## src/nib_pkg.sv

```systemverilog
// Opcodes, constants and reset values of the nibble execute block.
// Assumes a single clock domain; nib_exec, nib_alu and nib_exec_props import the whole package.
`default_nettype none

package nib_pkg;

   // Datapath widths
   localparam int NIB_W = 4;                     // Operand width
   localparam int PTR_W = 8;                     // Full ram_pointer width
   localparam int PAGE_W = 4;                    // ROM page bits above the table index
   localparam int ROM_W = 8;                     // ROM word width

   // Reset values
   localparam logic [3:0] ACC_RST = 4'h0;        // Main operand register
   localparam logic [3:0] AUX_RST = 4'h0;        // Auxiliary register
   localparam logic [3:0] PTR_HIGH_RST = 4'h0;   // ptr_high
   localparam logic [3:0] PTR_LOW_RST = 4'h0;    // ptr_low
   localparam logic CARRY_RST = 1'b0;            // carry_bit
   localparam logic ZERO_RST = 1'b0;             // zero_bit

   // Decimal correction addends
   localparam logic [3:0] BCD_ADD_K = 4'h6;      // bcd_fix_add addend
   localparam logic [3:0] BCD_SUB_K = 4'hA;      // bcd_fix_sub addend

   // Second byte of the shared compare prefix: this bit picks ptr_low
   localparam int CMP_SEL_BIT = 4;

   // Exact opcodes
   localparam logic [7:0] OP_ZERO_ACC = 8'hC0;
   localparam logic [7:0] OP_ZERO_CARRY = 8'hE1;
   localparam logic [7:0] OP_SET_CARRY = 8'hF1;
   localparam logic [7:0] OP_INVERT_ACC = 8'hEB;
   localparam logic [7:0] OP_ACC_PLUS_ONE = 8'h0E;
   localparam logic [7:0] OP_ACC_MINUS_ONE = 8'h0F;
   localparam logic [7:0] OP_ROTATE_ACC_LEFT = 8'h01;
   localparam logic [7:0] OP_COPY_ACC_TO_AUX = 8'h03;
   localparam logic [7:0] OP_SWAP_ACC_AUX = 8'h0D;
   localparam logic [7:0] OP_RAM_PLUS_ONE = 8'h2E;
   localparam logic [7:0] OP_RAM_MINUS_ONE = 8'h2F;
   localparam logic [7:0] OP_SUM_RAM = 8'h60;
   localparam logic [7:0] OP_SUM_RAM_CARRY = 8'h20;
   localparam logic [7:0] OP_BCD_FIX_ADD = 8'hE6;
   localparam logic [7:0] OP_BCD_FIX_SUB = 8'hEA;
   localparam logic [7:0] OP_XOR_RAM = 8'hF5;
   localparam logic [7:0] OP_AND_RAM = 8'hE7;
   localparam logic [7:0] OP_OR_RAM = 8'hE5;
   localparam logic [7:0] OP_COMPARE_RAM = 8'hFB;
   localparam logic [7:0] OP_COMPARE_PREFIX = 8'h2C;
   localparam logic [7:0] OP_STORE_RAM = 8'h02;
   localparam logic [7:0] OP_LOAD_RAM = 8'h21;
   localparam logic [7:0] OP_SWAP_RAM_STEP_UP = 8'hFE;
   localparam logic [7:0] OP_SWAP_RAM_STEP_DOWN = 8'hFF;
   localparam logic [7:0] OP_ROM_LOOKUP = 8'h63;
   localparam logic [7:0] OP_PTR_LOW_UP = 8'hEE;
   localparam logic [7:0] OP_PTR_LOW_DOWN = 8'hEF;

   // Opcodes with an operand field (? bits are wildcards in casez)
   localparam logic [7:0] OP_RAM_BIT_SET = 8'b0000_10??;
   localparam logic [7:0] OP_RAM_BIT_CLEAR = 8'b0010_10??;
   localparam logic [7:0] OP_LOAD_IMM = 8'b1100_????;
   localparam logic [7:0] OP_SWAP_RAM_OR_HIGH = 8'b1010_0???;
   localparam logic [7:0] OP_PTR_ZERO_LOAD = 8'b1000_????;
   localparam logic [7:0] OP_PTR_HIGH_LOAD = 8'b0100_????;

   // Sequencer states
   typedef enum logic [1:0] {
      NIB_ST_IDLE,                               // Takes a first byte
      NIB_ST_IMM,                                // Waits for the compare immediate
      NIB_ST_HOLD                                // Second cycle of a two-cycle op
   } nib_state_t;

endpackage : nib_pkg

`default_nettype wire

```

## src/nib_alu_if.sv

```systemverilog
// Carrier between the execute block and its 4-bit adder.
// Assumes the user side drives operands combinationally.
`default_nettype none

interface nib_alu_if;
   logic [3:0] a;      // First operand
   logic [3:0] b;      // Second operand
   logic cin;          // Carry into bit 0
   logic [3:0] sum;    // Sum modulo sixteen
   logic cout;         // Carry out of bit 3

   modport user (output a, output b, output cin, input sum, input cout);
   modport unit (input a, input b, input cin, output sum, output cout);
endinterface : nib_alu_if

`default_nettype wire

```

## src/nib_exec.sv

```systemverilog
// Execute unit for accumulator, memory, arithmetic, compare, load/store and
// pointer instructions of a 4-bit core; holds the working RAM itself.
// Assumes a fetch stage presents one byte at a time with valid/ready and a
// program ROM that answers a registered address in the next cycle.
//
// Function
// - Opcode C0 clears accumulator, sets zero_bit
// - E1 clears carry_bit, F1 sets carry_bit
// - EB complements accumulator, updates zero_bit
// - 0E/0F step accumulator, update both flags
// - 01 rotates accumulator left through carry_bit
// - 03 copies, 0D swaps accumulator and aux
// - 2E/2F step RAM nibble, both flags
// - Bit set/clear in RAM; clear updates zero
// - 60/20 add RAM (and carry) to accumulator
// - E6 adds six, EA adds ten; zero only
// - XOR, AND, OR with RAM; zero_bit
// - compare_ram: RAM plus inverted accumulator plus one
// - Two-byte compares against immediate nibble
// - Cx loads immediate into accumulator, zero_bit
// - 02 stores, 21 loads accumulator from RAM
// - A0-A7 swap RAM, OR into ptr_high
// - A0 swap, zero_bit from ptr_high
// - FE/FF swap RAM, step ptr_low, zero
// - 63 loads ROM byte into aux:accumulator
// - 8x clears ptr_high, loads ptr_low
// - 4x loads ptr_high, flags untouched
// - EE/EF step ptr_low, update zero_bit
`default_nettype none

module nib_exec
   import nib_pkg::*;
#(
   parameter int RAM_DEPTH = 256                    // Nibbles of working RAM
)(
   input wire logic clk_i,                          // 10 MHz system clock
   input wire logic reset_n_i,                      // Synchronous reset, active low
   input wire logic instr_valid_i,                  // Instruction byte present
   input wire logic [7:0] instr_i,                  // Instruction byte
   output logic instr_ready_o,                      // Byte can be taken this cycle
   input wire logic [PAGE_W-1:0] rom_page_i,        // Current program page
   output logic [PAGE_W+ROM_W-1:0] rom_addr_o,      // Table lookup address
   input wire logic [ROM_W-1:0] rom_data_i,         // ROM word, one cycle later
   output logic [3:0] acc_o,                        // Main operand register
   output logic [3:0] aux_o,                        // Auxiliary register
   output logic [3:0] ptr_high_o,                   // ptr_high
   output logic [3:0] ptr_low_o,                    // ptr_low
   output logic carry_bit_o,                        // carry_bit
   output logic zero_bit_o                          // zero_bit
);

   // Architectural state
   logic [3:0] acc_r, acc_nxt;                      // Main operand register
   logic [3:0] aux_r, aux_nxt;                      // Auxiliary register
   logic [3:0] ptr_high_r, ptr_high_nxt;            // Upper pointer nibble
   logic [3:0] ptr_low_r, ptr_low_nxt;              // Lower pointer nibble
   logic carry_r, carry_nxt;                        // carry_bit
   logic zero_r, zero_nxt;                          // zero_bit

   // Sequencer state
   nib_state_t state_r, state_nxt;                  // Byte/cycle phase
   logic lookup_r, lookup_nxt;                      // Hold cycle loads ROM word
   logic [PAGE_W+ROM_W-1:0] rom_addr_r, rom_addr_nxt;  // Registered ROM address

   // Working RAM, addressed by ram_pointer
   logic [3:0] ram_mem [RAM_DEPTH];                 // Nibble store
   logic ram_we;                                    // Write this cycle
   logic [3:0] ram_wd;                              // Write data
   logic [3:0] ram_q;                               // Nibble at ram_pointer
   logic [PTR_W-1:0] ram_pointer;                   // {ptr_high, ptr_low}

   // Shared adder
   nib_alu_if alu_bus ();                           // Adder operands and result
   logic take;                                      // Byte accepted this cycle
   logic [3:0] logic_res;                           // Bitwise result scratch
   logic [3:0] mask;                                // One-hot bit select

   nib_alu u_alu (
      .bus (alu_bus.unit)
   );

   assign ram_pointer = {ptr_high_r, ptr_low_r};
   assign ram_q = ram_mem[ram_pointer];

   // Bytes are taken while no second cycle is running
   assign instr_ready_o = (state_r != NIB_ST_HOLD);
   assign take = instr_valid_i && instr_ready_o;

   // Outputs come straight from flip-flops
   assign acc_o = acc_r;
   assign aux_o = aux_r;
   assign ptr_high_o = ptr_high_r;
   assign ptr_low_o = ptr_low_r;
   assign carry_bit_o = carry_r;
   assign zero_bit_o = zero_r;
   assign rom_addr_o = rom_addr_r;

   // Decode and next-value computation
   always_comb begin
      acc_nxt = acc_r;
      aux_nxt = aux_r;
      ptr_high_nxt = ptr_high_r;
      ptr_low_nxt = ptr_low_r;
      carry_nxt = carry_r;
      zero_nxt = zero_r;
      state_nxt = state_r;
      lookup_nxt = 1'b0;
      rom_addr_nxt = rom_addr_r;
      ram_we = 1'b0;
      ram_wd = acc_r;
      alu_bus.a = acc_r;
      alu_bus.b = 4'h0;
      alu_bus.cin = 1'b0;
      logic_res = 4'h0;
      mask = 4'h1 << instr_i[1:0];
      case (state_r)
         NIB_ST_IDLE: begin
            if (take) begin
               casez (instr_i)
                  // Same effect as the load-immediate form with zero
                  OP_ZERO_ACC: begin
                     acc_nxt = 4'h0;
                     zero_nxt = 1'b1;
                  end
                  OP_ZERO_CARRY: begin
                     carry_nxt = 1'b0;
                  end
                  OP_SET_CARRY: begin
                     carry_nxt = 1'b1;
                  end
                  OP_INVERT_ACC: begin
                     acc_nxt = ~acc_r;
                     zero_nxt = (acc_r == 4'hF);
                  end
                  // Decrement adds all-ones; carry means no borrow
                  OP_ACC_PLUS_ONE, OP_ACC_MINUS_ONE: begin
                     alu_bus.b = instr_i[0] ? 4'hF : 4'h0;
                     alu_bus.cin = ~instr_i[0];
                     acc_nxt = alu_bus.sum;
                     carry_nxt = alu_bus.cout;
                     zero_nxt = (alu_bus.sum == 4'h0);
                  end
                  OP_ROTATE_ACC_LEFT: begin
                     acc_nxt = {acc_r[2:0], carry_r};
                     carry_nxt = acc_r[3];
                     zero_nxt = ({acc_r[2:0], carry_r} == 4'h0);
                  end
                  OP_COPY_ACC_TO_AUX: begin
                     aux_nxt = acc_r;
                  end
                  OP_SWAP_ACC_AUX: begin
                     aux_nxt = acc_r;
                     acc_nxt = aux_r;
                  end
                  OP_RAM_PLUS_ONE, OP_RAM_MINUS_ONE: begin
                     alu_bus.a = ram_q;
                     alu_bus.b = instr_i[0] ? 4'hF : 4'h0;
                     alu_bus.cin = ~instr_i[0];
                     ram_we = 1'b1;
                     ram_wd = alu_bus.sum;
                     carry_nxt = alu_bus.cout;
                     zero_nxt = (alu_bus.sum == 4'h0);
                  end
                  OP_RAM_BIT_SET: begin
                     ram_we = 1'b1;
                     ram_wd = ram_q | mask;
                  end
                  OP_RAM_BIT_CLEAR: begin
                     logic_res = ram_q & ~mask;
                     ram_we = 1'b1;
                     ram_wd = logic_res;
                     zero_nxt = (logic_res == 4'h0);
                  end
                  OP_SUM_RAM, OP_SUM_RAM_CARRY: begin
                     alu_bus.b = ram_q;
                     alu_bus.cin = instr_i[6] ? 1'b0 : carry_r;
                     acc_nxt = alu_bus.sum;
                     carry_nxt = alu_bus.cout;
                     zero_nxt = (alu_bus.sum == 4'h0);
                  end
                  // Carry out is dropped on purpose: only zero_bit moves
                  OP_BCD_FIX_ADD, OP_BCD_FIX_SUB: begin
                     alu_bus.b = (instr_i == OP_BCD_FIX_ADD) ? BCD_ADD_K : BCD_SUB_K;
                     acc_nxt = alu_bus.sum;
                     zero_nxt = (alu_bus.sum == 4'h0);
                  end
                  OP_XOR_RAM, OP_AND_RAM, OP_OR_RAM: begin
                     if (instr_i == OP_XOR_RAM) begin
                        logic_res = acc_r ^ ram_q;
                     end else if (instr_i == OP_AND_RAM) begin
                        logic_res = acc_r & ram_q;
                     end else begin
                        logic_res = acc_r | ram_q;
                     end
                     acc_nxt = logic_res;
                     zero_nxt = (logic_res == 4'h0);
                  end
                  // Register is left alone; only the flags record the order
                  OP_COMPARE_RAM: begin
                     alu_bus.a = ram_q;
                     alu_bus.b = ~acc_r;
                     alu_bus.cin = 1'b1;
                     carry_nxt = alu_bus.cout;
                     zero_nxt = (alu_bus.sum == 4'h0);
                  end
                  OP_COMPARE_PREFIX: begin
                     state_nxt = NIB_ST_IMM;
                  end
                  OP_LOAD_IMM: begin
                     acc_nxt = instr_i[3:0];
                     zero_nxt = (instr_i[3:0] == 4'h0);
                  end
                  OP_STORE_RAM: begin
                     ram_we = 1'b1;
                     ram_wd = acc_r;
                  end
                  OP_LOAD_RAM: begin
                     acc_nxt = ram_q;
                     zero_nxt = (ram_q == 4'h0);
                  end
                  // With a zero field this is the plain exchange
                  OP_SWAP_RAM_OR_HIGH: begin
                     logic_res = ptr_high_r | {1'b0, instr_i[2:0]};
                     ram_we = 1'b1;
                     ram_wd = acc_r;
                     acc_nxt = ram_q;
                     ptr_high_nxt = logic_res;
                     zero_nxt = (logic_res == 4'h0);
                     state_nxt = NIB_ST_HOLD;
                  end
                  // Pointer moves after the exchange used the old address
                  OP_SWAP_RAM_STEP_UP, OP_SWAP_RAM_STEP_DOWN: begin
                     alu_bus.a = ptr_low_r;
                     alu_bus.b = instr_i[0] ? 4'hF : 4'h0;
                     alu_bus.cin = ~instr_i[0];
                     ram_we = 1'b1;
                     ram_wd = acc_r;
                     acc_nxt = ram_q;
                     ptr_low_nxt = alu_bus.sum;
                     zero_nxt = (alu_bus.sum == 4'h0);
                     state_nxt = NIB_ST_HOLD;
                  end
                  OP_ROM_LOOKUP: begin
                     rom_addr_nxt = {rom_page_i, aux_r, acc_r};
                     lookup_nxt = 1'b1;
                     state_nxt = NIB_ST_HOLD;
                  end
                  OP_PTR_ZERO_LOAD: begin
                     ptr_high_nxt = 4'h0;
                     ptr_low_nxt = instr_i[3:0];
                  end
                  OP_PTR_HIGH_LOAD: begin
                     ptr_high_nxt = instr_i[3:0];
                  end
                  OP_PTR_LOW_UP, OP_PTR_LOW_DOWN: begin
                     alu_bus.a = ptr_low_r;
                     alu_bus.b = instr_i[0] ? 4'hF : 4'h0;
                     alu_bus.cin = ~instr_i[0];
                     ptr_low_nxt = alu_bus.sum;
                     zero_nxt = (alu_bus.sum == 4'h0);
                  end
                  // Opcodes outside these groups pass as one-cycle no-ops
                  default: begin
                     state_nxt = NIB_ST_IDLE;
                  end
               endcase
            end
         end
         // Second byte carries the immediate and the target select
         NIB_ST_IMM: begin
            if (take) begin
               state_nxt = NIB_ST_IDLE;
               if (instr_i[CMP_SEL_BIT]) begin
                  zero_nxt = (ptr_low_r == instr_i[3:0]);
               end else begin
                  alu_bus.a = instr_i[3:0];
                  alu_bus.b = ~acc_r;
                  alu_bus.cin = 1'b1;
                  carry_nxt = alu_bus.cout;
                  zero_nxt = (alu_bus.sum == 4'h0);
               end
            end
         end
         // Stall cycle; a table lookup lands here
         NIB_ST_HOLD: begin
            state_nxt = NIB_ST_IDLE;
            if (lookup_r) begin
               aux_nxt = rom_data_i[7:4];
               acc_nxt = rom_data_i[3:0];
            end
         end
         default: begin
            state_nxt = NIB_ST_IDLE;
         end
      endcase
   end

   // Register update; RAM keeps contents across reset
   always_ff @(posedge clk_i) begin
      if (!reset_n_i) begin
         acc_r <= ACC_RST;
         aux_r <= AUX_RST;
         ptr_high_r <= PTR_HIGH_RST;
         ptr_low_r <= PTR_LOW_RST;
         carry_r <= CARRY_RST;
         zero_r <= ZERO_RST;
         state_r <= NIB_ST_IDLE;
         lookup_r <= 1'b0;
         rom_addr_r <= '0;
      end else begin
         acc_r <= acc_nxt;
         aux_r <= aux_nxt;
         ptr_high_r <= ptr_high_nxt;
         ptr_low_r <= ptr_low_nxt;
         carry_r <= carry_nxt;
         zero_r <= zero_nxt;
         state_r <= state_nxt;
         lookup_r <= lookup_nxt;
         rom_addr_r <= rom_addr_nxt;
      end
   end

   // Working RAM write port, no reset by design
   always_ff @(posedge clk_i) begin
      if (ram_we && reset_n_i) begin
         ram_mem[ram_pointer] <= ram_wd;
      end
   end

endmodule : nib_exec

`default_nettype wire

```

## src/nib_alu.sv

```systemverilog
// Shared 4-bit adder of the nibble execute block.
// Assumes purely combinational use within one clock cycle.
`default_nettype none

module nib_alu
   import nib_pkg::*;
(
   nib_alu_if.unit bus   // Operands in, sum and carry out
);

   logic [4:0] total;    // Sum with carry out of bit 3

   // Wraps modulo sixteen, carry is bit 4
   always_comb begin
      total = {1'b0, bus.a} + {1'b0, bus.b} + {4'h0, bus.cin};
      bus.sum = total[3:0];
      bus.cout = total[4];
   end

endmodule : nib_alu

`default_nettype wire

```

## config.mk

```make
export PLATFORM = sky130hd
export DESIGN_NAME = nib_exec
export DESIGN_NICKNAME = d
export VERILOG_FILES = /design/src/nib_pkg.sv /design/src/nib_alu_if.sv /design/src/nib_exec.sv /design/src/nib_alu.sv
export SDC_FILE = /design/constraint.sdc
export NUM_CORES = 1
export LEC_CHECK = 0
export BUFFER_PORTS_ARGS = -buffer_cell sky130_fd_sc_hd__clkbuf_2
export CAP_MARGIN = 20
export CORE_MARGIN = 2
export CORE_UTILIZATION = 51
export CTS_CLUSTER_SIZE = 20
export DETAILED_ROUTE_END_ITERATION = 10
export PLACE_DENSITY_LB_ADDON = 0.12
export SLEW_MARGIN = 20
export SYNTH_ARGS = -nofsm -noshare
export SYNTH_HDL_FRONTEND = slang
export SYNTH_SLANG_ARGS = --single-unit
```

## constraint.sdc

```tcl
create_clock -name clk_i -period 19.5 [get_ports clk_i]
set_input_delay 3.9 -clock clk_i [delete_from_list [all_inputs] [get_ports clk_i]]
set_output_delay 3.9 -clock clk_i [all_outputs]
set_load 0.05 [all_outputs]
```

==> summary.txt <==
Clock tree
  – H-tree levels: 3
  – CTS Buf Count: 108
  – CTS tree: built
  – Clock transition at the registers of the reported paths: 60 ps
  – Post-CTS sizing: 0
  – Post-CTS setup buffers: 0
  – Clock Tree Buf Depth: 3
  – Clk Latency, worst-skew pair: 730 ps
  – CTS Sinks: 1057
  – Clock root buffer: clkbuf_16
  – Cts hold-fix bufs: 0

Finish
  – Reg area: 0.0314 mm²
  – Final nets: 2674
  – Synthesis-to-layout area growth: 10.5%
  – Fin util: 56.8%
  – Fill count: 6708
  – Final Non-Filler Cells: 3881
  – N_diodes: 0
  – Cell area after layout: 0.0493 mm²
  – Area of the multi-input gates: 0.0120 mm²
  – Fraction of layout instances using a drive strength above 1: 16.9%

Status
  – Status: complete, no violations

Place
  – Post-placement setup slack: 8190 ps
  – Port bufs: 53
  – GPL Wtd Cong: 0.893
  – Placed cell area: 0.0456 mm²
  – Hpwl dp: 73800 µm
  – Inst Count DP: 3680

STA
  – Pins Over Slew Limit: 0
  – Clk_skew: 56.8 ps
  – Hold Violations, Final: 0
  – Tcrit/Tclk final: 51.9%
  – Setup TNS: 0 ps
  – Post-route worst setup slack: 9390 ps
  – Final Setup Violations: 0
  – RSZ-0062 raised after global routing: false
  – Slew @ Worst Pin: 1240 ps
  – Slew HR: 17.2%
  – Fin Hold WS: 518 ps
  – Achievable Freq: 98.9 MHz
  – Post-layout min period: 10110 ps

Worst setup path
  – Most frequent CP cell: a21oi_1
  – Worst r2r path cells: 23
  – Critical path class: input port to flop
  – Crit path capture type: flop
  – Critical path fanouts, max: 111
  – Slowest cell on crit path: buf_4
  – Crit path launch: instr_i[4]
  – CP arrival: 10500 ps
  – Crit-path max cell delay: 840 ps
  – Critical path required time: 19880 ps
  – CP cell instances: clkbuf_2 -> and4b_1 -> nand2_1 -> o21ai_0 -> a21oi_1 -> nand3_1 -> nor4_1 -> a21oi_1 -> a21oi_1 -> a2bb2oi_1 -> fa_1 -> inv_1 -> a21oi_1 -> o21bai_1 -> xor2_1 -> nand2_1 -> a31oi_4 -> buf_16 -> buf_4 -> buf_6
  – Reg-to-Reg Start: ptr_low_o[0]
  – Worst setup SP type: input port

Logic synthesis
  – Synth Warn #: 0
  – Dominant synthesized flop cell: edfxtp_1
  – Synth async-reset ratio: 0%
  – Netlist Area Pre-Place: 0.0446 mm²
  – Synth unique cells: 85
  – Seq/Total Area, Yosys: 70.4%
  – Syn avg cell area: 17.2 µm²
  – Number of synthesized flops with an enable pin: 1024
  – Syn Inst Count: 2593
  – Synth Net Count: 2629
  – Synth Register Bits: 1057

Global routing
  – Total Routing Usage GR: 27.3%
  – Largest net degree at the start of global routing: 257
  – Grt total ovfl: 0
  – First-pass GRT wire length: 176000 µm
  – Initial antenna violation count: 2
  – Number of global-route vias before repair: 24700

Detailed routing
  – Via density: 6.37
  – Starting DRT DRC Count: 2425
  – Post-route DRC: 0
  – Wire per inst: 31.4 µm
  – Post-route antenna net violation count: 0
  – Routed vias: 24700
  – Total wire length: 122000 µm
  – DRT Pass-1 Iters: 5

Floorplan
  – # IOs: 54
  – Die height: 300 µm
  – Core Box Area: 0.0868 mm²
  – Rows: 108
  – Initial Util: 51.5%
  – Die ar.: 0.0899 mm²
  – Die width: 300 µm

Worst hold path
  – HP Class: flop to flop
  – Min-delay src: rom_addr_o[10]
  – Cells on Worst Hold Path: 2

Power
  – Total design power: 4.71 mW
  – PwrDens: 95.5 mW/mm²
  – VDD IR max: 0.0750 mV
  – Lkg Pwr: 15.7 nW

Job
  – Max-cap violations: 0
worst paths after layout:
path                      to  slack (ps)
max          ram_mem[129][3]        9390
min           rom_addr_o[10]         520
max reg2reg  ram_mem[129][3]       10170
min reg2reg   rom_addr_o[10]         520
layer usage:
| metal | part of all wire (%) | global-route usage [%] | vias to the layer above |
|---|---|---|---|
| li1 | - | - | 10500 |
| met1 | 42 | 39.2 | 13000 |
| met2 | 47 | 42.4 | 1087 |
| met3 | 7.4 | 4.86 | 206 |
| met4 | 3.3 | 9.77 | 0 |
| met5 | 0 | 0 | - |
final cells by class:
class | count | area share [%]
Multi-Input combinational cell | 1347 | 24.4
Inverter | 24 | 0.185
Sequential cell | 1057 | 63.7
Clock inverter | 66 | 1.64
Tap cell | 1155 | 2.93
Timing Repair Buffer | 100 | 1.48
Clock buffer | 132 | 5.66
flip-flops by register name, indices dropped and copies added (netlist names):
register and cells:
ram_mem 1024, rom_addr_o 12, acc_o 4, aux_o 4, ptr_high_o 4, ptr_low_o 4
state_r 2, carry_bit_o 1, lookup_r 1, zero_bit_o 1
where the power goes:
part	internal [mW]	switching, mW
clock	1.22	0.878
sequential	2.48	0.00268
combinational	0.0372	0.0927
total	3.74	0.973
cells in the mapped netlist, types with 13 or more instances:
master,number,share of area [%]
nor2b_1,40,0.56
o221ai_1,13,0.26
inv_1,22,0.19
nor3_1,26,0.29
mux2i_1,173,3.9
o22ai_1,16,0.22
clkbuf_1,61,0.51
o21ai_0,39,0.44
a31oi_1,16,0.22
nor2_1,318,2.7
mux2_2,15,0.38
nand2_1,119,1.0
a21oi_1,44,0.49
a22oi_1,49,0.82
nand4_1,14,0.20
a22o_1,14,0.27
buf_4,14,0.24
mux4_2,158,8.0
dfxtp_1,33,1.5
edfxtp_1,1024,69
mux4_1,44,2.6
nand2b_1,17,0.24
buf_2,20,0.22
buf_6,40,1.0
nand3_1,49,0.55
layout by cell type (no fill, tap or decap), types with 17 or more instances in the layout:
cell       instances
edfxtp_1        1024
nor2_1           317
mux2i_1          173
mux4_2           158
nand2_1          113
clkbuf_16        108
clkbuf_2          53
a22oi_1           49
mux4_1            44
a21oi_1           44
nand3_1           43
buf_4             39
nor2b_1           38
o21ai_0           37
dfxtp_1           28
clkinv_1          27
nor3_1            26
clkbuf_1          24
inv_1             22
nand2b_1          17
worst max-delay path: cells and delay by family:
family                   cells  cell delay, ps
AO/OA/AOI/OAI                8            1950
AND/OR/NAND/NOR              5            1500
adder cells (fa/ha/maj)      1             200
XOR/XNOR                     1             540
buffers and inverters        5            2200
cells by family after synthesis:
family | count (synthesis) | synth area share, %
flip-flops | 1057 | 70.4
AND/OR/NAND/NOR | 654 | 6.64
multiplexers | 390 | 14.8
AO/OA/AOI/OAI | 283 | 4.65
buffers and inverters | 189 | 2.99
adder cells (fa/ha/maj) | 13 | 0.398
XOR/XNOR | 7 | 0.137
No activity file was read; power rests on OpenSTA's default activity.
